[src/rtl/adc_seq_pkg.sv]
package adc_seq_pkg;

  // ****************************************
  // Timing
  // ****************************************
  localparam int CLK_MHZ = 125;
  localparam int INIT_TIME_US = 1000;
  localparam int WAKE_TIME_US = 1000;
  localparam int RAMP_TIME_US = 5000;
  localparam int INIT_CYC = INIT_TIME_US * CLK_MHZ;
  localparam int WAKE_CYC = WAKE_TIME_US * CLK_MHZ;
  localparam int GAIN_W = 9;
  localparam logic [GAIN_W-1:0] GAIN_FULL = 9'h100;
  localparam int GAIN_STEPS = 256;
  localparam int RAMP_STEP_CYC = RAMP_TIME_US * CLK_MHZ / GAIN_STEPS;

  // ****************************************
  // Register offsets
  // ****************************************
  localparam logic [7:0] ADDR_SLEEP_CTRL = 8'h00;
  localparam logic [7:0] ADDR_CHAN_EN = 8'h04;
  localparam logic [7:0] ADDR_SLOT_EN = 8'h08;
  localparam logic [7:0] ADDR_BLOCK_PWR = 8'h0c;
  localparam logic [7:0] ADDR_PWR_STATUS = 8'h10;
  localparam logic [7:0] ADDR_IRQ_STATUS = 8'h14;
  localparam logic [7:0] ADDR_IRQ_MASK = 8'h18;
  localparam logic [7:0] ADDR_ASI_CFG = 8'h1c;

  // ****************************************
  // Fields
  // ****************************************
  localparam int SLEEP_BIT = 0;
  localparam int PWR_ADC_BIT = 0;
  localparam int PWR_BIAS_BIT = 1;
  localparam int PWR_PLL_BIT = 2;
  localparam int STAT_SLEEP_BIT = 7;
  localparam int STAT_AWAKE_BIT = 6;
  localparam int STAT_RAMP_BIT = 5;
  localparam int IRQ_WAKE_BIT = 0;
  localparam int IRQ_SLEEP_BIT = 1;
  localparam int IRQ_FRAME_BIT = 2;
  localparam int CFG_WL32_BIT = 0;
  localparam int NUM_CH = 2;
  localparam int NUM_IRQ = 3;

  // ****************************************
  // Reset values
  // ****************************************
  localparam logic SLEEP_RST = 1'b1;
  localparam logic [NUM_CH-1:0] CHAN_EN_RST = 2'h0;
  localparam logic [NUM_CH-1:0] SLOT_EN_RST = 2'h0;
  localparam logic [2:0] BLOCK_PWR_RST = 3'h0;
  localparam logic [NUM_IRQ-1:0] IRQ_MASK_RST = 3'h0;
  localparam logic CFG_WL32_RST = 1'b1;

  typedef enum logic [2:0] {
    ST_INIT,
    ST_SLEEP,
    ST_WAKE,
    ST_ACTIVE,
    ST_RAMP,
    ST_OFF
  } seq_state_t;

endpackage

[src/rtl/bit_sync.sv]
`timescale 1ns/100ps
module bit_sync #(
  parameter int W = 1
) (
  // Clock and reset
  input wire logic mclk,
  input wire logic sys_rst,
  // Asynchronous levels in, synchronised levels out
  input wire logic [W-1:0] async_in,
  output logic [W-1:0] sync_out
);

  // First stage is read only by the second
  logic [W-1:0] meta_q;

  always_ff @(posedge mclk) begin
    if (sys_rst) begin
      meta_q <= '0;
      sync_out <= '0;
    end else begin
      meta_q <= async_in;
      sync_out <= meta_q;
    end
  end

endmodule

[src/rtl/tdm_slot_tx.sv]
`timescale 1ns/100ps
module tdm_slot_tx #(
  parameter int W = 32
) (
  // Clock and reset
  input wire logic mclk,
  input wire logic sys_rst,
  // Frame timing from the bit clock edges
  input wire logic frame_start,
  input wire logic shift,
  // Frame content
  input wire logic enable,
  input wire logic wl32,
  input wire logic [1:0] slot_en,
  input wire logic [W-1:0] word0,
  input wire logic [W-1:0] word1,
  // Serial data
  output logic sd_q
);

  logic [2*W-1:0] sh_q;
  logic [2*W-1:0] sh_d;
  logic [2*W-1:0] pack;
  logic [W-1:0] w0;
  logic [W-1:0] w1;
  logic sd_d;

  always_comb begin
    w0 = slot_en[0] ? word0 : '0;
    w1 = slot_en[1] ? word1 : '0;
    // Short words pack back to back, the tail of the frame reads zero
    if (wl32) begin
      pack = {w0, w1};
    end else begin
      pack = {w0[W-1:W/2], w1[W-1:W/2], {W{1'b0}}};
    end
    sh_d = sh_q;
    sd_d = sd_q;
    if (frame_start) begin
      sh_d = enable ? pack : '0;
    end else if (shift) begin
      sd_d = sh_q[2*W-1];
      sh_d = {sh_q[2*W-2:0], 1'b0};
    end
  end

  always_ff @(posedge mclk) begin
    if (sys_rst) begin
      sh_q <= '0;
      sd_q <= 1'b0;
    end else begin
      sh_q <= sh_d;
      sd_q <= sd_d;
    end
  end

endmodule

[src/rtl/adc_power_seq.sv]
// Contract
// - Enabled, powered, clocked device sends samples on the TDM bus.
// - On sleep, ramp volume down then power down, within 6 ms.
// - Status bit 7 reports sleep; host stops clocks only then.
// - All register values are kept through sleep.
// - Serial interface supports output sample rates up to 768 kHz; here with 16-bit words only, 32-bit frames need a bit clock over mclk/4.
// - Control registers are written through the control port.
//
// The Avalon-MM interface to the registers and the address map were chosen for this implementation.
`timescale 1ns/100ps
module adc_power_seq
  import adc_seq_pkg::*;
#(
  parameter int INIT_CYCLES = INIT_CYC,
  parameter int WAKE_CYCLES = WAKE_CYC,
  parameter int RAMP_STEP_CYCLES = RAMP_STEP_CYC,
  parameter int SAMPLE_W = 32
) (
  // Clock and reset
  input wire logic mclk,
  input wire logic sys_rst,
  // Register bus
  input wire logic [7:0] avs_address,
  input wire logic avs_read,
  input wire logic avs_write,
  input wire logic [31:0] avs_writedata,
  input wire logic [3:0] avs_byteenable,
  output logic [31:0] avs_readdata,
  output logic avs_waitrequest,
  // Interrupt
  output logic irq,
  // Converter samples, same clock
  input wire logic [SAMPLE_W-1:0] sample_ch1,
  input wire logic [SAMPLE_W-1:0] sample_ch2,
  // Block power enables
  output logic adc_power_en,
  output logic microphone_bias_supply_en,
  output logic pll_en,
  // Audio serial link
  input wire logic frame_sync,
  input wire logic bit_clock,
  output logic sdout
);

  // ****************************************
  // Declarations
  // ****************************************
  seq_state_t state_q, state_d;
  logic [31:0] timer_q, timer_d;
  logic [GAIN_W-1:0] gain_q, gain_d;
  logic sleep_q, sleep_d;
  logic [NUM_CH-1:0] chan_en_q, chan_en_d;
  logic [NUM_CH-1:0] slot_en_q, slot_en_d;
  logic [2:0] blk_pwr_q, blk_pwr_d;
  logic wl32_q, wl32_d;
  logic [NUM_IRQ-1:0] irq_stat_q, irq_stat_d;
  logic [NUM_IRQ-1:0] irq_mask_q, irq_mask_d;
  logic [NUM_IRQ-1:0] irq_evt;
  logic [31:0] rdata_d;
  logic wait_d;
  logic irq_d;
  logic [2:0] pwr_out_q, pwr_out_d;
  logic wr_take, rd_take, lo_lane;
  logic wake_done, sleep_done;
  logic [1:0] link_s;
  logic fs_s, bc_s;
  logic bc_prev_q, fs_rise_q;
  logic bc_rise, bc_fall, frame_start;
  logic stream_on;
  logic [SAMPLE_W+GAIN_W:0] prod1, prod2;
  logic [SAMPLE_W-1:0] word1, word2;
  logic [7:0] pwr_status;

  // ****************************************
  // Register bus
  // ****************************************
  // One wait state: waitrequest drops for one cycle after a request,
  // and stays high through power-up initialisation.
  assign wr_take = avs_write && !avs_waitrequest;
  assign rd_take = avs_read && !avs_waitrequest;
  assign lo_lane = avs_byteenable[0];

  always_comb begin
    pwr_status = 8'h00;
    pwr_status[STAT_SLEEP_BIT] = (state_q == ST_SLEEP);
    pwr_status[STAT_AWAKE_BIT] = (state_q == ST_ACTIVE);
    pwr_status[STAT_RAMP_BIT] = (state_q == ST_RAMP);
    pwr_status[2:0] = pwr_out_q;
  end

  always_comb begin
    wait_d = 1'b1;
    if (state_q != ST_INIT && (avs_read || avs_write) && avs_waitrequest) begin
      wait_d = 1'b0;
    end
    rdata_d = avs_readdata;
    if (avs_read && avs_waitrequest) begin
      rdata_d = 32'h0000_0000;
      if (avs_address == ADDR_SLEEP_CTRL) begin
        rdata_d[SLEEP_BIT] = sleep_q;
      end else if (avs_address == ADDR_CHAN_EN) begin
        rdata_d[NUM_CH-1:0] = chan_en_q;
      end else if (avs_address == ADDR_SLOT_EN) begin
        rdata_d[NUM_CH-1:0] = slot_en_q;
      end else if (avs_address == ADDR_BLOCK_PWR) begin
        rdata_d[2:0] = blk_pwr_q;
      end else if (avs_address == ADDR_PWR_STATUS) begin
        rdata_d[7:0] = pwr_status;
      end else if (avs_address == ADDR_IRQ_STATUS) begin
        rdata_d[NUM_IRQ-1:0] = irq_stat_q;
      end else if (avs_address == ADDR_IRQ_MASK) begin
        rdata_d[NUM_IRQ-1:0] = irq_mask_q;
      end else if (avs_address == ADDR_ASI_CFG) begin
        rdata_d[CFG_WL32_BIT] = wl32_q;
      end
    end
  end

  // Writes land regardless of power state; nothing clears them on sleep
  always_comb begin
    sleep_d = sleep_q;
    chan_en_d = chan_en_q;
    slot_en_d = slot_en_q;
    blk_pwr_d = blk_pwr_q;
    wl32_d = wl32_q;
    irq_mask_d = irq_mask_q;
    if (wr_take && lo_lane) begin
      if (avs_address == ADDR_SLEEP_CTRL) begin
        sleep_d = avs_writedata[SLEEP_BIT];
      end else if (avs_address == ADDR_CHAN_EN) begin
        chan_en_d = avs_writedata[NUM_CH-1:0];
      end else if (avs_address == ADDR_SLOT_EN) begin
        slot_en_d = avs_writedata[NUM_CH-1:0];
      end else if (avs_address == ADDR_BLOCK_PWR) begin
        blk_pwr_d = avs_writedata[2:0];
      end else if (avs_address == ADDR_IRQ_MASK) begin
        irq_mask_d = avs_writedata[NUM_IRQ-1:0];
      end else if (avs_address == ADDR_ASI_CFG) begin
        wl32_d = avs_writedata[CFG_WL32_BIT];
      end
    end
  end

  always_ff @(posedge mclk) begin
    if (sys_rst) begin
      avs_waitrequest <= 1'b1;
      avs_readdata <= 32'h0000_0000;
      sleep_q <= SLEEP_RST;
      chan_en_q <= CHAN_EN_RST;
      slot_en_q <= SLOT_EN_RST;
      blk_pwr_q <= BLOCK_PWR_RST;
      wl32_q <= CFG_WL32_RST;
      irq_mask_q <= IRQ_MASK_RST;
    end else begin
      avs_waitrequest <= wait_d;
      avs_readdata <= rdata_d;
      sleep_q <= sleep_d;
      chan_en_q <= chan_en_d;
      slot_en_q <= slot_en_d;
      blk_pwr_q <= blk_pwr_d;
      wl32_q <= wl32_d;
      irq_mask_q <= irq_mask_d;
    end
  end

  // ****************************************
  // Power sequencer
  // ****************************************
  always_comb begin
    state_d = state_q;
    timer_d = timer_q + 32'd1;
    gain_d = gain_q;
    wake_done = 1'b0;
    sleep_done = 1'b0;
    case (state_q)
      ST_INIT: begin
        if (timer_q >= 32'(INIT_CYCLES - 1)) begin
          state_d = ST_SLEEP;
        end
      end
      ST_SLEEP: begin
        timer_d = 32'd0;
        if (!sleep_q) begin
          state_d = ST_WAKE;
        end
      end
      ST_WAKE: begin
        if (sleep_q) begin
          state_d = ST_SLEEP;
        end else if (timer_q >= 32'(WAKE_CYCLES - 1)) begin
          state_d = ST_ACTIVE;
          gain_d = GAIN_FULL;
          wake_done = 1'b1;
        end
      end
      ST_ACTIVE: begin
        timer_d = 32'd0;
        if (sleep_q) begin
          state_d = ST_RAMP;
        end
      end
      ST_RAMP: begin
        // Timer-driven so the ramp finishes even if the link stops early
        if (timer_q >= 32'(RAMP_STEP_CYCLES - 1)) begin
          timer_d = 32'd0;
          if (gain_q == '0) begin
            state_d = ST_OFF;
          end else begin
            gain_d = gain_q - 9'd1;
          end
        end
      end
      ST_OFF: begin
        state_d = ST_SLEEP;
        sleep_done = 1'b1;
      end
      default: begin
        state_d = ST_INIT;
      end
    endcase
  end

  // Blocks follow the power register only while active or ramping down
  always_comb begin
    pwr_out_d = 3'h0;
    if (state_q == ST_ACTIVE || state_q == ST_RAMP) begin
      pwr_out_d = blk_pwr_q;
    end
  end

  always_ff @(posedge mclk) begin
    if (sys_rst) begin
      state_q <= ST_INIT;
      timer_q <= 32'd0;
      gain_q <= GAIN_FULL;
      pwr_out_q <= 3'h0;
      adc_power_en <= 1'b0;
      microphone_bias_supply_en <= 1'b0;
      pll_en <= 1'b0;
    end else begin
      state_q <= state_d;
      timer_q <= timer_d;
      gain_q <= gain_d;
      pwr_out_q <= pwr_out_d;
      adc_power_en <= pwr_out_d[PWR_ADC_BIT];
      microphone_bias_supply_en <= pwr_out_d[PWR_BIAS_BIT];
      pll_en <= pwr_out_d[PWR_PLL_BIT];
    end
  end

  // ****************************************
  // Audio serial link
  // ****************************************
  bit_sync #(
    .W(2)
  ) u_link_sync (
    .mclk(mclk),
    .sys_rst(sys_rst),
    .async_in({frame_sync, bit_clock}),
    .sync_out(link_s)
  );

  assign fs_s = link_s[1];
  assign bc_s = link_s[0];
  // Edges seen at mclk rate; limits bit clock to well under mclk/4
  assign bc_rise = bc_s && !bc_prev_q;
  assign bc_fall = !bc_s && bc_prev_q;
  assign frame_start = bc_rise && fs_s && !fs_rise_q;
  assign stream_on = pwr_out_q[PWR_ADC_BIT] && pwr_out_q[PWR_PLL_BIT];

  always_ff @(posedge mclk) begin
    if (sys_rst) begin
      bc_prev_q <= 1'b0;
      fs_rise_q <= 1'b0;
    end else begin
      bc_prev_q <= bc_s;
      fs_rise_q <= bc_rise ? fs_s : fs_rise_q;
    end
  end

  // Volume applied as sample * gain / 256
  assign prod1 = $signed({{(GAIN_W+1){sample_ch1[SAMPLE_W-1]}}, sample_ch1})
    * $signed({{(SAMPLE_W+1){1'b0}}, gain_q});
  assign prod2 = $signed({{(GAIN_W+1){sample_ch2[SAMPLE_W-1]}}, sample_ch2})
    * $signed({{(SAMPLE_W+1){1'b0}}, gain_q});
  assign word1 = prod1[SAMPLE_W+7:8];
  assign word2 = prod2[SAMPLE_W+7:8];

  // 16-bit words fit a 768 kHz frame at the fastest bit clock
  tdm_slot_tx #(
    .W(SAMPLE_W)
  ) u_tx (
    .mclk(mclk),
    .sys_rst(sys_rst),
    .frame_start(frame_start),
    .shift(bc_fall),
    .enable(stream_on),
    .wl32(wl32_q),
    .slot_en(chan_en_q & slot_en_q),
    .word0(word1),
    .word1(word2),
    .sd_q(sdout)
  );

  // ****************************************
  // Interrupts
  // ****************************************
  assign irq_evt[IRQ_WAKE_BIT] = wake_done;
  assign irq_evt[IRQ_SLEEP_BIT] = sleep_done;
  assign irq_evt[IRQ_FRAME_BIT] = frame_start && stream_on;

  // New event beats a write-one-to-clear in the same cycle
  always_comb begin
    irq_stat_d = irq_stat_q;
    if (wr_take && lo_lane && avs_address == ADDR_IRQ_STATUS) begin
      irq_stat_d = irq_stat_q & ~avs_writedata[NUM_IRQ-1:0];
    end
    irq_stat_d = irq_stat_d | irq_evt;
    irq_d = |(irq_stat_d & irq_mask_d);
  end

  always_ff @(posedge mclk) begin
    if (sys_rst) begin
      irq_stat_q <= '0;
      irq <= 1'b0;
    end else begin
      irq_stat_q <= irq_stat_d;
      irq <= irq_d;
    end
  end

endmodule

[config.mk]
export PLATFORM = sky130hd
export DESIGN_NAME = adc_power_seq
export DESIGN_NICKNAME = d
export VERILOG_FILES = /design/src/rtl/adc_seq_pkg.sv /design/src/rtl/bit_sync.sv /design/src/rtl/tdm_slot_tx.sv /design/src/rtl/adc_power_seq.sv
export SDC_FILE = /design/constraint.sdc
export NUM_CORES = 2
export LEC_CHECK = 0
export ABC_AREA = 1
export ABC_CLOCK_PERIOD_IN_PS = 12600
export BUFFER_PORTS_ARGS = -buffer_cell sky130_fd_sc_hd__buf_2
export CORE_UTILIZATION = 56
export CTS_BUF_LIST = sky130_fd_sc_hd__clkbuf_4
export CTS_CLUSTER_SIZE = 14
export DETAILED_ROUTE_END_ITERATION = 7
export HOLD_SLACK_MARGIN = 0.05
export MAX_ROUTING_LAYER = met4
export PLACE_DENSITY = 0.74
export RECOVER_POWER = 25
export SYNTH_ARGS = -nofsm -noshare
export SYNTH_HDL_FRONTEND = slang
export SYNTH_SLANG_ARGS = --single-unit
[constraint.sdc]
create_clock -name mclk -period 12.6 [get_ports mclk]
set_input_delay 1.26 -clock mclk [delete_from_list [all_inputs] [get_ports mclk]]
set_output_delay 1.26 -clock mclk [all_outputs]
set_load 0.02 [all_outputs]
==> impl_metrics.yaml <==
run_status:
  outcome: "complete, but fails checks"
  violations: "capacitance limit, slew limit"
worst_setup_path:
  crit_fanout: 42
  reg2reg_from: "gain_q[1]"
  path_cells: "buf_4 > nand2_1 > fa_1 > inv_1 > fa_1 > inv_1 > fa_1 > inv_1 > fa_1 > inv_1 > fa_1 > inv_1 > ha_1 > nand2_1 > nor2_1 > nand2_1 > nor2_1 > nand3_1 > nand3_1 > nand2_1 > nand3_1 > nand2_1 > nand2_1 > a21oi_1"
  crit_arrival_ns: 6.74
  slowest_delay_ns: 0.70
  cp-start-kind: "register"
  r2r_cells: 24
  critPathRequiredTime_ns: 13.04
  critPathBufInv: 6
  crit_start: "gain_q[1]"
  critPathTopFamily: "adder cells"
  rrSetupSlack_ns: 6.29
  cp-end-kind: "register"
  cp_slowest_cell: "dfxtp_2"
  cp_common_cell: "nand2_1"
  cp.depth: 24
  critical_path_class: "reg -> reg"
  cp-endpoint: "u_tx.sh_q[46]"
  r2r-end: "u_tx.sh_q[46]"
sta:
  grt_setup_unrepaired: "no"
  finalSetupViolations: 0
  max_freq_ghz: 0.159
  hold_violations: 0
  finalCriticalPeriod_ns: 6.31
  fin_setup_tns_ns: 0
  worst_pin_slew_ns: 3.09
  whs_ns: 0.411
  period_share_pct: 50.0
  skew_ns: 0.0210
  slew_headroom_pct: -106
  slew_violations: 82
route:
  first_pass_iters: 6
  drt-total-wl_um: 69400
  wl_per_cell_um: 14.8
  num_vias: 24252
  drc: 0
  ant_nets: 0
  drtIter0Drc: 1448
  post_drt_via_cell_ratio: 5.17
die:
  dieArea_um2: 51000
  fp.dieH_um: 226
  rows: 81
  core-area_um2: 49200
  start_util_pct: 57.0
  die_w_um: 226
  io_pins: 152
yosys:
  synth_commonest_cells: "nand2_1 (1081), inv_1 (970), fa_1 (452)"
  synthCells: 4049
  synth_area_per_cell_um2: 6.92
  yosysTopAreaCellShare_pct: 32.3
  synth_edf_count: 0
  async_flop_share_pct: 0
  syn_area_um2: 28000
  ys_warn_count: 0
  synth_seq_cells: 141
  synth_top_cells_by_area: "fa_1 (32%), nand2_1 (14%), inv_1 (13%)"
  yosys.area.top_type: "fa_1"
  yosysSeqAreaShare_pct: 10.1
  ys_types: 60
  yosysMostFrequentCell: "nand2_1"
  synth_flop_cell: "dfxtp_1"
placement:
  port_buffers: 93
  place_congestion: 1.01
  place_area_um2: 28700
  post-dp-hpwl_um: 56400
  dpl.cell_count: 4649
global_routing:
  grt_pass1_vias: 24373
  antenna_found_initial: 7
  grt_pass1_wl_um: 118000
  track_usage_pct: 29.7
  grt_max_degree: 82
  grt_remaining_overflow: 0
cts:
  cts_root_buf: "clkbuf_4"
  cts_buffer_depth: 2
  clkLatencyLatePin_ns: 0.55
  tritoncts: "built"
  cts_inserted_buffers: 17
  clk_pin_slew_ns: 0.11
  post_cts_buffers: 0
  cts_sinks: 141
  ctsHoldBuffers: 0
  htreeDepth: 4
  cts.repair.resized: 0
final_layout:
  multi_input_area_um2: 20700
  area_growth_pct: 3.32
  final_layout_size_suffix_gt1_share_pct: 5.20
  fillers: 4800
  seq_area_um2: 2830
  final_cell_count_no_fill: 4687
  stdcell_area_um2: 29000
  utilization_pct: 58.9
  final_nets: 4737
power_and_ir_drop:
  swShare_pct: 55.7
  vdd.ir_drop.worst_mv: 0.0688
  power.share.combinational_pct: 74.8
  leakage_uw: 0.0171
  switchingPower_uw: 1840
  power_density_nw_per_um2: 114
  seq_power_share_pct: 15.9
  internal_power_uw: 1460
  clkPwrFrac_pct: 9.3
worst_hold_path:
  min_path_type: "reg -> reg"
job:
  cap_violations: 1
[worst min-delay path, cell delays in order (launching register included)]
cell and delay, ns:
dfxtp_1 0.31, inv_1 0.04, nor2_1 0.03
[registers in the layout (all words and copies together), names as in the netlist, 2 cells and up]
signal	cells
avs_readdata	6
blk_pwr_q	3
chan_en_q	2
gain_q	9
irq_mask_q	3
irq_stat_q	3
pwr_out_q	2
slot_en_q	2
state_q	3
timer_q	32
u_link_sync.meta_q	2
u_link_sync.sync_out	2
u_tx.sh_q	64
[logic make-up (layout without fill, tap and decap cells)]
logic type | count (synthesis) | in the layout | synth area share (%)
AO/OA/AOI/OAI | 446 | 446 | 8.49
buffers and inverters | 1180 | 1122 | 16.4
flip-flops | 141 | 141 | 10.1
AND/OR/NAND/NOR | 1623 | 1623 | 24.1
adder cells (fa/ha/maj) | 619 | 619 | 39.7
XOR/XNOR | 38 | 38 | 1.19
other | 1 | 33 | 0.0134
multiplexers | 1 | 1 | 0.0357
[layout make-up]
cell class,instances,share of cell area [%]
diodes,7,0.0605
repair buffers,107,1.95
multi-input cells,2753,71.5
inverters,984,12.8
clock inverters,11,0.497
flip-flops and latches,141,9.79
well taps,664,2.87
clock buffers,20,0.518
[per-stage QoR]
step / setup WS (ns) / total power, µW
after global placement: 6.30 / 2950
after detailed placement: 6.25 / 2980
after CTS: 6.34 / 3310
final: 6.29 / 3300
after global routing: 5.88 / 3720
after floorplan: 6.79 / 2380
[placed cells by master, fill, tap and decap left out, types with 6 or more instances in the layout]
cell	Yosys	final
xnor2_1	11	11
nand3b_1	13	13
xor2_1	27	27
a21o_1	8	8
nor2_4	6	6
nor4_1	6	6
or2_2	7	7
nand2_2	11	10
nor2_2	7	8
nand4_1	45	45
nand3_1	128	128
nor3_1	41	41
o211ai_1	9	9
conb_1	1	26
clkbuf_4	0	20
o21bai_1	10	10
buf_2	12	92
a21oi_1	184	184
a21boi_0	6	6
inv_1	970	970
nand2_1	1081	1082
diode_2	0	7
buf_4	31	13
nor2_1	251	250
fa_1	452	452
dfxtp_2	0	9
inv_2	11	11
dfxtp_1	141	132
ha_1	167	167
o21ai_0	197	197
o21ai_1	11	11
[routing by layer]
layer	global-route usage, %	part of all wire, %
met1	36.3	42
met2	51.4	51
met3	2.72	4.3
met4	9.70	2.7
met5	-	0
[worst min path at each step]
stage / start / to / cells after the start
final: u_link_sync.meta_q[1] / u_link_sync.sync_out[1] / 2
after CTS: u_link_sync.meta_q[1] / u_link_sync.sync_out[1] / 2
after floorplan: u_link_sync.meta_q[0] / u_link_sync.sync_out[0] / 2
after detailed placement: u_link_sync.meta_q[1] / u_link_sync.sync_out[1] / 2
after global placement: u_link_sync.meta_q[1] / u_link_sync.sync_out[1] / 2
after global routing: u_link_sync.meta_q[1] / u_link_sync.sync_out[1] / 2
[power by group through the flow]
stage,combinational (µW),sequential (µW),clock [µW]
after CTS,2470,526,313
after global placement,2420,534,0
after floorplan,1890,493,0
after detailed placement,2450,535,0
final,2470,525,307
after global routing,2850,532,334
Power figures use the tool's default switching activity.
